<file path="src/hw/standby_defines.svh">
// Standby controller constants: register offsets, field positions, reset values, wait counts.
// Assumes inclusion by bare name from the package and the bench.
`ifndef STANDBY_DEFINES_SVH
`define STANDBY_DEFINES_SVH

`define SB_CTRL_OFS        12'h000
`define SB_STATUS_OFS      12'h004
`define SB_TMRSEL_OFS      12'h008
`define SB_SETTLE_OFS      12'h00c
`define SB_RUNGATE_OFS     12'h010

`define SB_WAIT_SERVICE    8'h0a
`define SB_WAIT_RESUME     8'h03
`define SB_CPU_MAIN_RST    1'b1
`define SB_SETTLE_RST      8'h10
`define SB_TMRSEL_RST      7'h60

`define SB_SEL_TC16_SUB    0
`define SB_SEL_CA_PIN      1
`define SB_SEL_CB_PIN      2
`define SB_SEL_IA_CAOUT    3
`define SB_SEL_IB_SLOW     4
`define SB_SEL_SUB_ON      5
`define SB_SEL_SLOW_ON     6

`endif

</file>
<file path="src/hw/standby_pkg.sv">
// Types shared by the standby controller.
// Assumes standby_defines.svh is on the include path.
package standby_pkg;
  `include "standby_defines.svh"

  typedef enum logic [2:0] {
    ST_RUN    = 3'b000,
    ST_HALT   = 3'b001,
    ST_STOP   = 3'b011,
    ST_SETTLE = 3'b010,
    ST_WAIT   = 3'b110
  } sb_state_t;
endpackage

</file>
<file path="src/hw/standby_mode_control.sv">
// Standby controller: HALT release, STOP entry, clock and timer gating, APB registers.
// Assumes CPU core asserts one-cycle halt/stop requests and the interrupt controller gives levels.
//
// The APB slave port and the address map were chosen for this implementation.
`timescale 1ns/100ps
module standby_mode_control
  import standby_pkg::*;
#(
  parameter int SETTLE_W = 8
) (
  input  wire logic        core_clk_i,
  input  wire logic        rst_i,
  input  wire logic        halt_req_i,
  input  wire logic        stop_req_i,
  input  wire logic        irq_pending_i,
  input  wire logic        irq_mask_flag_i,
  input  wire logic        irq_priority_flag_i,
  input  wire logic        global_irq_enable_i,
  input  wire logic        in_service_priority_flag_i,
  input  wire logic [11:0] paddr_i,
  input  wire logic        psel_i,
  input  wire logic        penable_i,
  input  wire logic        pwrite_i,
  input  wire logic [31:0] pwdata_i,
  output logic      [31:0] prdata_o,
  output logic             pready_o,
  output logic             pslverr_o,
  output logic             cpu_clk_en_o,
  output logic             flash_en_o,
  output logic             main_osc_en_o,
  output logic             ext_main_clk_en_o,
  output logic             sub_osc_en_o,
  output logic             slow_osc_en_o,
  output logic             cpu_resume_o,
  output logic             cpu_vector_o,
  output logic             cpu_reset_vector_o,
  output logic             tc16_run_o,
  output logic             counter_a_run_o,
  output logic             counter_b_run_o,
  output logic             counter_c_run_o,
  output logic             itimer_a_run_o,
  output logic             itimer_b_run_o,
  output logic             itimer_c_run_o,
  output logic             rtc_run_o
);
  import standby_pkg::*;

  typedef struct packed {
    // Sequencing
    sb_state_t             state;
    logic [SETTLE_W-1:0]   count;
    logic                  service;

    // Software settings and STOP fallback status
    logic                  cpu_main;
    logic [6:0]            tmrsel;
    logic [SETTLE_W-1:0]   settle;
    logic                  stop_fallback;

    // Bus answer and registered outputs
    logic [31:0]           prdata;
    logic                  pready;
    logic                  pslverr;
    logic                  cpu_clk_en;
    logic                  flash_en;
    logic                  main_osc_en;
    logic                  ext_main_clk_en;
    logic                  sub_osc_en;
    logic                  slow_osc_en;
    logic                  resume;
    logic                  vector;
    logic                  rst_vec;
    logic [7:0]            run_gate;
  } sb_regs_t;

  sb_regs_t r;
  sb_regs_t next_r;
  logic     wake;
  logic     serve;
  logic     apb_acc;

  // Decision per interrupt table
  function automatic logic irq_serviced(input logic ie, input logic pr, input logic in_service_priority_flag);
    irq_serviced = ie && (!pr || in_service_priority_flag);
  endfunction

  // Release wait, lower figure of each pair
  function automatic logic [SETTLE_W-1:0] wait_len(input logic svc);
    if (svc) begin
      wait_len = SETTLE_W'(`SB_WAIT_SERVICE);
    end else begin
      wait_len = SETTLE_W'(`SB_WAIT_RESUME);
    end
  endfunction

  // Word offset match
  function automatic logic addr_is(input logic [11:0] addr, input logic [11:0] ofs);
    addr_is = (addr == ofs);
  endfunction

  // Timer run enables while STOP holds
  function automatic logic [6:0] stop_gates(input logic [6:0] sel);
    logic [6:0] g;
    g = 7'h00;
    g[0] = sel[`SB_SEL_TC16_SUB] && sel[`SB_SEL_SUB_ON];
    g[1] = sel[`SB_SEL_CA_PIN];
    g[2] = sel[`SB_SEL_CB_PIN];
    g[3] = 1'b0;
    g[4] = sel[`SB_SEL_IA_CAOUT] && sel[`SB_SEL_CA_PIN];
    g[5] = sel[`SB_SEL_IB_SLOW] && sel[`SB_SEL_SLOW_ON];
    g[6] = 1'b0;
    stop_gates = g;
  endfunction

  // Register image after reset
  function automatic sb_regs_t reset_regs();
    sb_regs_t v;
    v = '0;
    v.state = ST_RUN;
    v.cpu_main = `SB_CPU_MAIN_RST;
    v.settle = SETTLE_W'(`SB_SETTLE_RST);
    v.tmrsel = `SB_TMRSEL_RST;
    v.sub_osc_en = 1'b1;
    v.slow_osc_en = 1'b1;
    v.cpu_clk_en = 1'b1;
    v.flash_en = 1'b1;
    v.main_osc_en = 1'b1;
    v.ext_main_clk_en = 1'b1;
    v.run_gate = 8'hff;
    reset_regs = v;
  endfunction

  always_comb begin
    next_r = r;
    wake = irq_pending_i && !irq_mask_flag_i;
    serve = irq_serviced(global_irq_enable_i, irq_priority_flag_i, in_service_priority_flag_i);
    apb_acc = psel_i && penable_i && !r.pready;
    next_r.resume = 1'b0;
    next_r.vector = 1'b0;
    next_r.rst_vec = 1'b0;
    next_r.pready = 1'b0;
    next_r.pslverr = 1'b0;

    case (r.state)
      // Running: take a halt or stop pulse
      ST_RUN: begin
        if (stop_req_i && r.cpu_main) begin
          if (wake) begin
            next_r.state = ST_SETTLE;
            next_r.stop_fallback = 1'b1;
            next_r.count = r.settle;
            next_r.service = serve;
          end else begin
            next_r.state = ST_STOP;
          end
        end else if (halt_req_i) begin
          next_r.state = ST_HALT;
        end
      end

      // Halted: any unmasked request releases
      ST_HALT: begin
        if (wake) begin
          next_r.state = ST_WAIT;
          next_r.service = serve;
          next_r.count = wait_len(serve);
        end
      end

      // Stopped: request starts the settle count
      ST_STOP: begin
        if (wake) begin
          next_r.state = ST_SETTLE;
          next_r.stop_fallback = 1'b0;
          next_r.count = r.settle;
          next_r.service = serve;
        end
      end

      // Oscillator settle time
      ST_SETTLE: begin
        if (r.count <= SETTLE_W'(1)) begin
          next_r.state = ST_WAIT;
          next_r.count = wait_len(r.service);
        end else begin
          next_r.count = r.count - SETTLE_W'(1);
        end
      end

      // Release wait, then resume pulse
      ST_WAIT: begin
        if (r.count <= SETTLE_W'(1)) begin
          next_r.state = ST_RUN;
          next_r.resume = 1'b1;
          next_r.vector = r.service;
        end else begin
          next_r.count = r.count - SETTLE_W'(1);
        end
      end
      default: begin
        next_r.state = ST_RUN;
      end
    endcase

    // CPU, flash and main clock gating follows the next state so outputs track it registered; sub and slow enables follow tmrsel
    next_r.cpu_clk_en = (next_r.state == ST_RUN);
    next_r.flash_en = (next_r.state != ST_STOP);
    next_r.main_osc_en = (next_r.state != ST_STOP);
    next_r.ext_main_clk_en = (next_r.state != ST_STOP);
    next_r.sub_osc_en = r.tmrsel[`SB_SEL_SUB_ON];
    next_r.slow_osc_en = r.tmrsel[`SB_SEL_SLOW_ON];

    // Timers run freely outside STOP
    if (next_r.state == ST_STOP) begin
      next_r.run_gate[6:0] = stop_gates(r.tmrsel);
    end else begin
      next_r.run_gate[6:0] = 7'h7f;
    end
    next_r.run_gate[7] = 1'b1;

    // APB slave, one wait state
    if (apb_acc) begin
      next_r.pready = 1'b1;
      next_r.prdata = 32'h0000_0000;
      if (addr_is(paddr_i, `SB_CTRL_OFS)) begin
        if (pwrite_i) begin
          next_r.cpu_main = pwdata_i[0];
        end
        next_r.prdata = {31'h0, r.cpu_main};
      end else if (addr_is(paddr_i, `SB_STATUS_OFS)) begin
        next_r.prdata = {28'h0, r.stop_fallback, r.state};
      end else if (addr_is(paddr_i, `SB_TMRSEL_OFS)) begin
        if (pwrite_i) begin
          next_r.tmrsel = pwdata_i[6:0];
        end
        next_r.prdata = {25'h0, r.tmrsel};
      end else if (addr_is(paddr_i, `SB_SETTLE_OFS)) begin
        if (pwrite_i) begin
          next_r.settle = pwdata_i[SETTLE_W-1:0];
        end
        next_r.prdata = 32'(r.settle);
      end else if (addr_is(paddr_i, `SB_RUNGATE_OFS)) begin
        next_r.prdata = {24'h0, r.run_gate};
      end else begin
        next_r.pslverr = 1'b1;
      end
    end


    // Reset leaves any standby state
    if (rst_i) begin
      next_r = reset_regs();
      next_r.rst_vec = r.state != ST_RUN || !r.cpu_clk_en;
    end
  end

  always_ff @(posedge core_clk_i) begin
    r <= next_r;
  end

  // Bus answer
  assign prdata_o = r.prdata;
  assign pready_o = r.pready;
  assign pslverr_o = r.pslverr;

  // Clock and oscillator enables
  assign cpu_clk_en_o = r.cpu_clk_en;
  assign flash_en_o = r.flash_en;
  assign main_osc_en_o = r.main_osc_en;
  assign ext_main_clk_en_o = r.ext_main_clk_en;
  assign sub_osc_en_o = r.sub_osc_en;
  assign slow_osc_en_o = r.slow_osc_en;

  // CPU restart strobes
  assign cpu_resume_o = r.resume;
  assign cpu_vector_o = r.vector;
  assign cpu_reset_vector_o = r.rst_vec;

  // Timer run enables
  assign tc16_run_o = r.run_gate[0];
  assign counter_a_run_o = r.run_gate[1];
  assign counter_b_run_o = r.run_gate[2];
  assign counter_c_run_o = r.run_gate[3];
  assign itimer_a_run_o = r.run_gate[4];
  assign itimer_b_run_o = r.run_gate[5];
  assign itimer_c_run_o = r.run_gate[6];
  assign rtc_run_o = r.run_gate[7];
endmodule

</file>
<file path="config.mk">
export PLATFORM = sky130hd
export DESIGN_NAME = standby_mode_control
export DESIGN_NICKNAME = d
export VERILOG_FILES = /design/src/hw/standby_pkg.sv /design/src/hw/standby_mode_control.sv
export VERILOG_INCLUDE_DIRS = /design/src /design/src/hw
export SDC_FILE = /design/constraint.sdc
export NUM_CORES = 1
export LEC_CHECK = 0
export BUFFER_PORTS_ARGS = -buffer_cell sky130_fd_sc_hd__buf_2
export CAP_MARGIN = 20
export CORE_ASPECT_RATIO = 1.75
export CORE_MARGIN = 5
export CORE_UTILIZATION = 50
export DETAILED_ROUTE_END_ITERATION = 10
export HOLD_SLACK_MARGIN = 0.03
export PLACE_DENSITY = 0.8
export SYNTH_ARGS = -nofsm -noshare
export SYNTH_HDL_FRONTEND = slang
export SYNTH_SLANG_ARGS = --single-unit
</file>
<file path="constraint.sdc">
create_clock -name core_clk_i -period 4.3 [get_ports core_clk_i]
set_clock_uncertainty 0.05 [all_clocks]
set_input_delay 0.645 -clock core_clk_i [delete_from_list [all_inputs] [get_ports core_clk_i]]
set_output_delay 0.645 -clock core_clk_i [all_outputs]
set_load 0.05 [all_outputs]
</file>
==> reports/qor.csv, run 1 <==
stage,metric,value,unit
run_status,outcome,finished clean,
grt,grt_start_max_net_pins,46,
placement,dp_hpwl,5410,um
routing,route.vias.total,2549,
routing,dr.first_iter.drc_count,148,
synth,synth-async-reset-ratio,0,%
synth,synth_cell_types,65,
routing,firstDrtPassIters,5,
worst_setup_path,startpoint_type,input port,
floorplan,floorplan.die.height,111,um
timing,grt_setup_unrepaired,no,
worst_setup_path,critPathMaxStageDelay,650,ps
worst_setup_path,reg2reg_to,r[69],
worst_hold_path,holdCritPathClass,flop to flop,
routing,detailroute.wirelength.met3,406,um
worst_setup_path,r2r_cells,5,
cells_and_area,layout.cells.most_common,buf_2,
worst_setup_path,worst_path_dominant_cell_family,simple AND/OR/NAND/NOR gates,
clock_network,clk-insertion-delay-late,310,ps
synth,syn-mean-instance-area,8.44,um^2
timing,tightest_slew,790,ps
floorplan,io_pins,107,
cells_and_area,area_growth_syn_to_layout,5.24,%
cells_and_area,nets,436,
clock_network,cts-buffers-inserted,5,
worst_setup_path,cpMaxStageDelayCell,nor4_1,
timing,layout_worst_path_cycle_share,58.5,%
placement,preCtsSetupSlack,1480,ps
worst_setup_path,cp.arrival,2640,ps
grt,grt_first_pass_wirelength,11600,um
clock_network,tritoncts,yes,
timing,timing.final.crit_period,2520,ps
clock_network,cts.path.max_buffers,2,
grt,grt_usage,19.5,%
clock_network,hold_fix_buffer_count_after_cts,0,
routing,routed_wirelength,7080,um
timing,finalHoldViolCount,0,
synth,synth_area,2910,um^2
cells_and_area,seqCellArea,1020,um^2
clock_network,clk_transition_reported_paths,100,ps
placement,placement.io_buffers,57,
worst_setup_path,cp.buffers_inverters,1,
worst_setup_path,rrSetupSlack,1800,ps
worst_setup_path,crit_chain,buf_2 -> nor4_1 -> nand4_1 -> nor3_2 -> mux2i_1 -> nor2_1,
routing,ant_nets,0,
timing,setup_total_negative_slack,0,ps
worst_setup_path,crit_required,4420,ps
cells_and_area,filler_cell_count,546,
grt,global_route_congestion_overflow_total,0,
timing,timing.fmax,398,MHz
clock_network,cts_root_buf,clkbuf_8,
routing,drt_drc_violations_left,0,
floorplan,design.die.area,7510,um^2
worst_setup_path,path_max_fanout,9,
worst_setup_path,critical_path.endpoint_type,flop,
clock_network,htreeDepth,2,
synth,postSynthCellCount,345,
synth,ys_ff_latch,51,
synth,postSynth.topFlopCell,dfxtp_1,
pwr,pwr_density_cell,552,nW/um^2
cells_and_area,layout_common_cells,"buf_2 (57), dfxtp_1 (51), nor2_1 (41)",
pwr,design_power_total,1.69,mW
clock_network,cts.repair_timing.setup_buffer_count,0,
routing,route.met2.wl,3760,um
synth,synth_edf_count,0,
worst_setup_path,timing.critical_path.from,paddr_i[9],
worst_setup_path,number_of_cells_on_the_critical_path,6,
routing,top_layer,met4,
run,max_cap_violations,0,
placement,gp_congestion,0.882,
pwr,power.ir.vdd_worst,0.324,mV
routing,via_per_inst,5.60,
clock_network,post_cts_resize_count,0,
synth,synth-seq-area-share,35.1,%
grt,number_of_antenna_violations_at_the_first_check_in_global_routing,0,
floorplan,row_count,36,
worst_setup_path,crit-reg2reg-launch,r[71],
timing,drv_slew,0,
cells_and_area,antenna_cells,0,
cells_and_area,multi_input_area,1520,um^2
routing,routedLengthMet1,2590,um
timing,timing.final.setup_violations,0,
cells_and_area,layout-drive-gt1-share,22.2,%
timing,layout_setup_ws,1780,ps
worst_setup_path,kind_of_critical_path,input port to flop,
synth,yosys_synthesis_warning_count,0,
pwr,p_leak,1.24,nW
timing,slew-limit-headroom,47.3,%
floorplan,floorplan.initialDensity,51.7,%
routing,routed_wire_length_per_instance,15.6,um
floorplan,die-width,67.7,um
worst_setup_path,worst_setup_path_endpoint,r[64],
floorplan,floorplan.core_area,5630,um^2
clock_network,numClockSinks,51,
grt,number_of_global_route_vias_before_repair,2580,
[power breakdown]
| group | switching, mW | internal [mW] | total, mW |
|---|---|---|---|
| Sequential | 0.0839 | 0.537 | 0.621 |
| Clock | 0.172 | 0.120 | 0.292 |
| Combinational | 0.532 | 0.246 | 0.778 |
| Total | 0.787 | 0.903 | 1.69 |
[how the worst min path moves through the flow]
stage,startpoint,to,cells after the start
final,r[60],tc16_run_o,2
after global routing,r[62],counter_b_run_o,1
after CTS,r[60],tc16_run_o,2
after detailed placement,r[60],tc16_run_o,2
after global placement,r[60],tc16_run_o,2
after floorplan,r[65],tc16_run_o,2
[tightest hold or removal path, cell delays in order (launching register included)]
cell and delay, ps:
dfxtp_1 330, nand2_1 60, nand2_1 40
[area by class of cell]
cell class,instances,share of cell area (%)
Inverter,10,1.22
Clock buffer,5,2.25
Multi-Input combinational cell,252,49.7
Tap cell,76,3.10
Timing Repair Buffer,58,9.55
Sequential cell,51,33.3
Clock inverter,3,0.857
[sequential cells by signal, indices dropped and copies added (netlist names)]
register            cells
sub_osc_en_o            1
r                      29
cpu_reset_vector_o      1
prdata_o                8
pslverr_o               1
slow_osc_en_o           1
itimer_a_run_o          1
counter_a_run_o         1
tc16_run_o              1
counter_c_run_o         1
cpu_clk_en_o            1
itimer_b_run_o          1
counter_b_run_o         1
cpu_resume_o            1
cpu_vector_o            1
pready_o                1
[metal layers]
metal	track usage [%]	vias to the layer above
met1	20.4	1172
met4	12.2	0
met2	34.5	114
met5	0	-
met3	2.84	27
li1	-	1236
[kinds of logic (layout without fill, tap and decap cells)]
| kind of cell | after synthesis | count (layout) | synth area share [%] |
|---|---|---|---|
| and+or+nand+nor | 132 | 132 | 23.6 |
| xor gates and xnor gates | 1 | 1 | 0.301 |
| muxes | 17 | 17 | 5.93 |
| adders and majority gates | 2 | 2 | 0.859 |
| other | 2 | 25 | 0.258 |
| AOI/OAI and AO/OA | 75 | 75 | 18.4 |
| DFF | 51 | 51 | 35.1 |
| buffers and inverters | 65 | 76 | 15.6 |
[synthesized netlist by cell type, types with 7 or more instances]
library cell	count	area share, %
clkbuf_1	10	1.3
nor4_1	7	1.5
dfxtp_1	51	35
mux2i_1	15	5.2
nand2_1	22	2.8
inv_1	10	1.3
o21ai_0	10	1.7
a22oi_1	8	2.1
nor3_1	10	1.7
nor2_1	41	5.3
nand2b_1	10	2.1
nor2b_1	7	1.5
buf_4	38	9.8
a21oi_1	16	2.8
[through the flow]
stage | cells | instance area [um^2] | hold WS, ps | util (%)
CTS | 455 | 3060 | 425 | 54.4
detailed placement | 447 | 2970 | 410 | 52.7
global placement | 447 | 2970 | 401 | 52.7
finish | 455 | 3060 | 424 | 54.4
floorplan | 368 | 3000 | 378 | -
global route | 455 | 3060 | 458 | 54.4
Note: power is estimated with default switching activity, not from simulation.
==> inputs of run 2 (changes only) <==
CORE_UTILIZATION = 45   (was 50)
PLACE_DENSITY = 0.76   (was 0.8)
clock period = 2.3 ns   (was 4.3 ns; I/O delays follow)
==> reports/qor.csv, run 2 (synthesized netlist as in run 1, its figures left out) <==
stage,metric,value,unit,change
run_status,outcome,finished clean,,unchanged
clock_network,cts_root_buf,clkbuf_8,,unchanged
timing,layout_worst_path_cycle_share,96.2,%,
placement,gp_congestion,0.927,,was 0.882
timing,drv_slew,0,,unchanged
worst_setup_path,path_max_fanout,7,,was 9
grt,number_of_global_route_vias_before_repair,2478,,was 2580
cells_and_area,filler_cell_count,625,,was 546
worst_setup_path,crit_required,2500,ps,was 4420 ps
grt,grt_start_max_net_pins,37,,was 46
routing,dr.first_iter.drc_count,103,,was 148
routing,route.vias.total,2616,,was 2549
floorplan,floorplan.die.height,116,um,was 111 um
worst_setup_path,reg2reg_to,counter_b_run_o,,was r[69]
floorplan,floorplan.core_area,6280,um^2,was 5630 um^2
pwr,pwr_density_cell,1050,nW/um^2,was 552 nW/um^2
worst_setup_path,worst_path_dominant_cell_family,simple AND/OR/NAND/NOR gates,,unchanged
floorplan,die-width,70.8,um,was 67.7 um
timing,timing.final.crit_period,2210,ps,
run,max_cap_violations,0,,unchanged
timing,finalHoldViolCount,0,,unchanged
routing,via_per_inst,5.47,,was 5.60
worst_setup_path,cpMaxStageDelayCell,or4_4,,was nor4_1
placement,dp_hpwl,5830,um,was 5410 um
clock_network,numClockSinks,51,,unchanged
timing,timing.final.setup_violations,0,,unchanged
cells_and_area,finish.utilization,51.2,%,was 54.4%
worst_setup_path,r2r_cells,6,,was 5
worst_hold_path,min_delay_worst_endpoint,r[56],,was tc16_run_o
pwr,p_leak,1.33,nW,was 1.24 nW
timing,tightest_slew,759,ps,was 790 ps
timing,timing.fmax,452,MHz,
worst_setup_path,kind_of_critical_path,flop to flop,,was input port to flop
clock_network,clk-insertion-delay-late,310,ps,about the same
clock_network,cts-buffers-inserted,5,,unchanged
pwr,power.ir.vdd_worst,0.628,mV,was 0.324 mV
worst_setup_path,critPathMaxStageDelay,540,ps,was 650 ps
timing,grt_setup_unrepaired,no,,unchanged
timing,slew-limit-headroom,48.1,%,was 47.3%
worst_setup_path,critical_path.endpoint_type,flop,,unchanged
timing,setup_total_negative_slack,0,ps,unchanged
worst_setup_path,rrSetupSlack,90,ps,was 1800 ps
cells_and_area,area_growth_syn_to_layout,10.4,%,was 5.24%
worst_setup_path,cp.buffers_inverters,1,,unchanged
cells_and_area,layout_common_cells,"buf_2 (57), dfxtp_1 (51), nor2_1 (41)",,unchanged
clock_network,clk_transition_reported_paths,90,ps,was 100 ps
clock_network,tritoncts,yes,,unchanged
routing,firstDrtPassIters,5,,unchanged
routing,drt_drc_violations_left,0,,unchanged
worst_hold_path,hold_path_depth,2,,unchanged
routing,routed_wire_length_per_instance,15.7,um,was 15.6 um
placement,placement.io_buffers,57,,unchanged
clock_network,hold_fix_buffer_count_after_cts,0,,unchanged
floorplan,row_count,38,,was 36
cells_and_area,antenna_cells,0,,unchanged
worst_hold_path,holdCritPathClass,input port to flop,,was flop to flop
worst_setup_path,crit_chain,or4_4 -> or4_4 -> buf_4 -> a22oi_1 -> nor2b_2 -> nand2b_1,,was buf_2 -> nor4_1 -> nand4_1 -> nor3_2 -> mux2i_1 -> nor2_1
grt,global_route_congestion_overflow_total,0,,unchanged
cells_and_area,largest_register_ff_count,29,,unchanged
cells_and_area,regMostFlops,r,,unchanged
grt,number_of_antenna_violations_at_the_first_check_in_global_routing,0,,unchanged
cells_and_area,layout.cells.most_common,buf_2,,unchanged
worst_setup_path,startpoint_type,flop,,was input port
worst_hold_path,min-delay-start,pwdata_i[4],,was r[60]
grt,grt_usage,17.5,%,was 19.5%
clock_network,cts.path.max_buffers,2,,unchanged
worst_setup_path,worst_path_most_repeated_cell,or4_4,,
worst_setup_path,crit-reg2reg-launch,r[71],,unchanged
pwr,design_power_total,3.36,mW,was 1.69 mW
worst_setup_path,cp.arrival,2420,ps,was 2640 ps
routing,routed_wirelength,7520,um,was 7080 um
cells_and_area,nets,455,,was 436
floorplan,io_pins,107,,unchanged
cells_and_area,layout-drive-gt1-share,26.6,%,was 22.2%
floorplan,floorplan.initialDensity,46.4,%,was 51.7%
clock_network,htreeDepth,2,,unchanged
timing,layout_setup_ws,88.4,ps,was 1780 ps
worst_setup_path,number_of_cells_on_the_critical_path,6,,unchanged
routing,ant_nets,0,,unchanged
placement,preCtsSetupSlack,26.1,ps,was 1480 ps
floorplan,design.die.area,8240,um^2,was 7510 um^2
grt,grt_first_pass_wirelength,11400,um,was 11600 um
[run 2: changes by cell type in the layout (fill, tap and decap cells not counted)]
| cell | delta |
|---|---|
| a21oi_2 | +1 |
| buf_4 | +18 |
| clkinv_2 | +3 |
| clkinv_4 | -1 |
| inv_6 | -2 |
| nor2b_1 | -1 |
| nor2b_2 | +1 |
| nor4_1 | -1 |
| nor4_2 | +1 |
| or4_1 | -1 |
| or4_4 | +1 |
[run 2: metal layers]
metal	vias to the layer above	share of wire (%)	routed length [um]	global-route usage, %
met5	-	0	0	0
met4	0	3.8	289	9.91
met3	18	4.4	332	2.58
met2	98	55	4160	33.7
met1	1226	36	2740	17.6
li1	1274	-	-	-
[run 2: timing repair]
item | CTS | global route
gates resized for setup | 0 | 3
setup buffers | 0 | 1
endpoints found under the setup margin | 0 | 10
[run 2: where the power goes]
group	leakage [nW]	total, mW	internal (mW)	switching [mW]
Combinational	0.871	1.72	0.628	1.09
Clock	0.0477	0.507	0.209	0.299
Sequential	0.415	1.14	1.00	0.133
Total	1.33	3.36	1.84	1.52
[run 2: stage by stage]
stage	instance area (um^2)	cells	hold WS (ps)
finish	3210	478	213
global route	3210	478	236
CTS	3190	476	206
detailed placement	3100	468	414
global placement	3100	468	405
floorplan	3000	368	378
[run 2: worst max-delay path by stage]
stage,endpoint,from,slack (ps)
2_1_floorplan,r[75],r[71],180
3_3_place_gp,prdata_o[4],paddr_i[3],40
3_5_place_dp,r[74],r[73],30
4_1_cts,r[74],r[73],10
5_1_grt,counter_b_run_o,r[71],30
6_report,counter_b_run_o,r[71],90
[run 2: area by class of cell]
type | count | area, um^2 | share of cell area (%)
multi-input cells | 253 | 1540 | 48.0
inverters | 10 | 37.5 | 1.17
clock buffers | 5 | 68.8 | 2.14
flip-flops and latches | 51 | 1020 | 31.8
clock inverters | 3 | 15.0 | 0.467
well taps | 80 | 100 | 3.11
repair buffers | 76 | 428 | 13.3
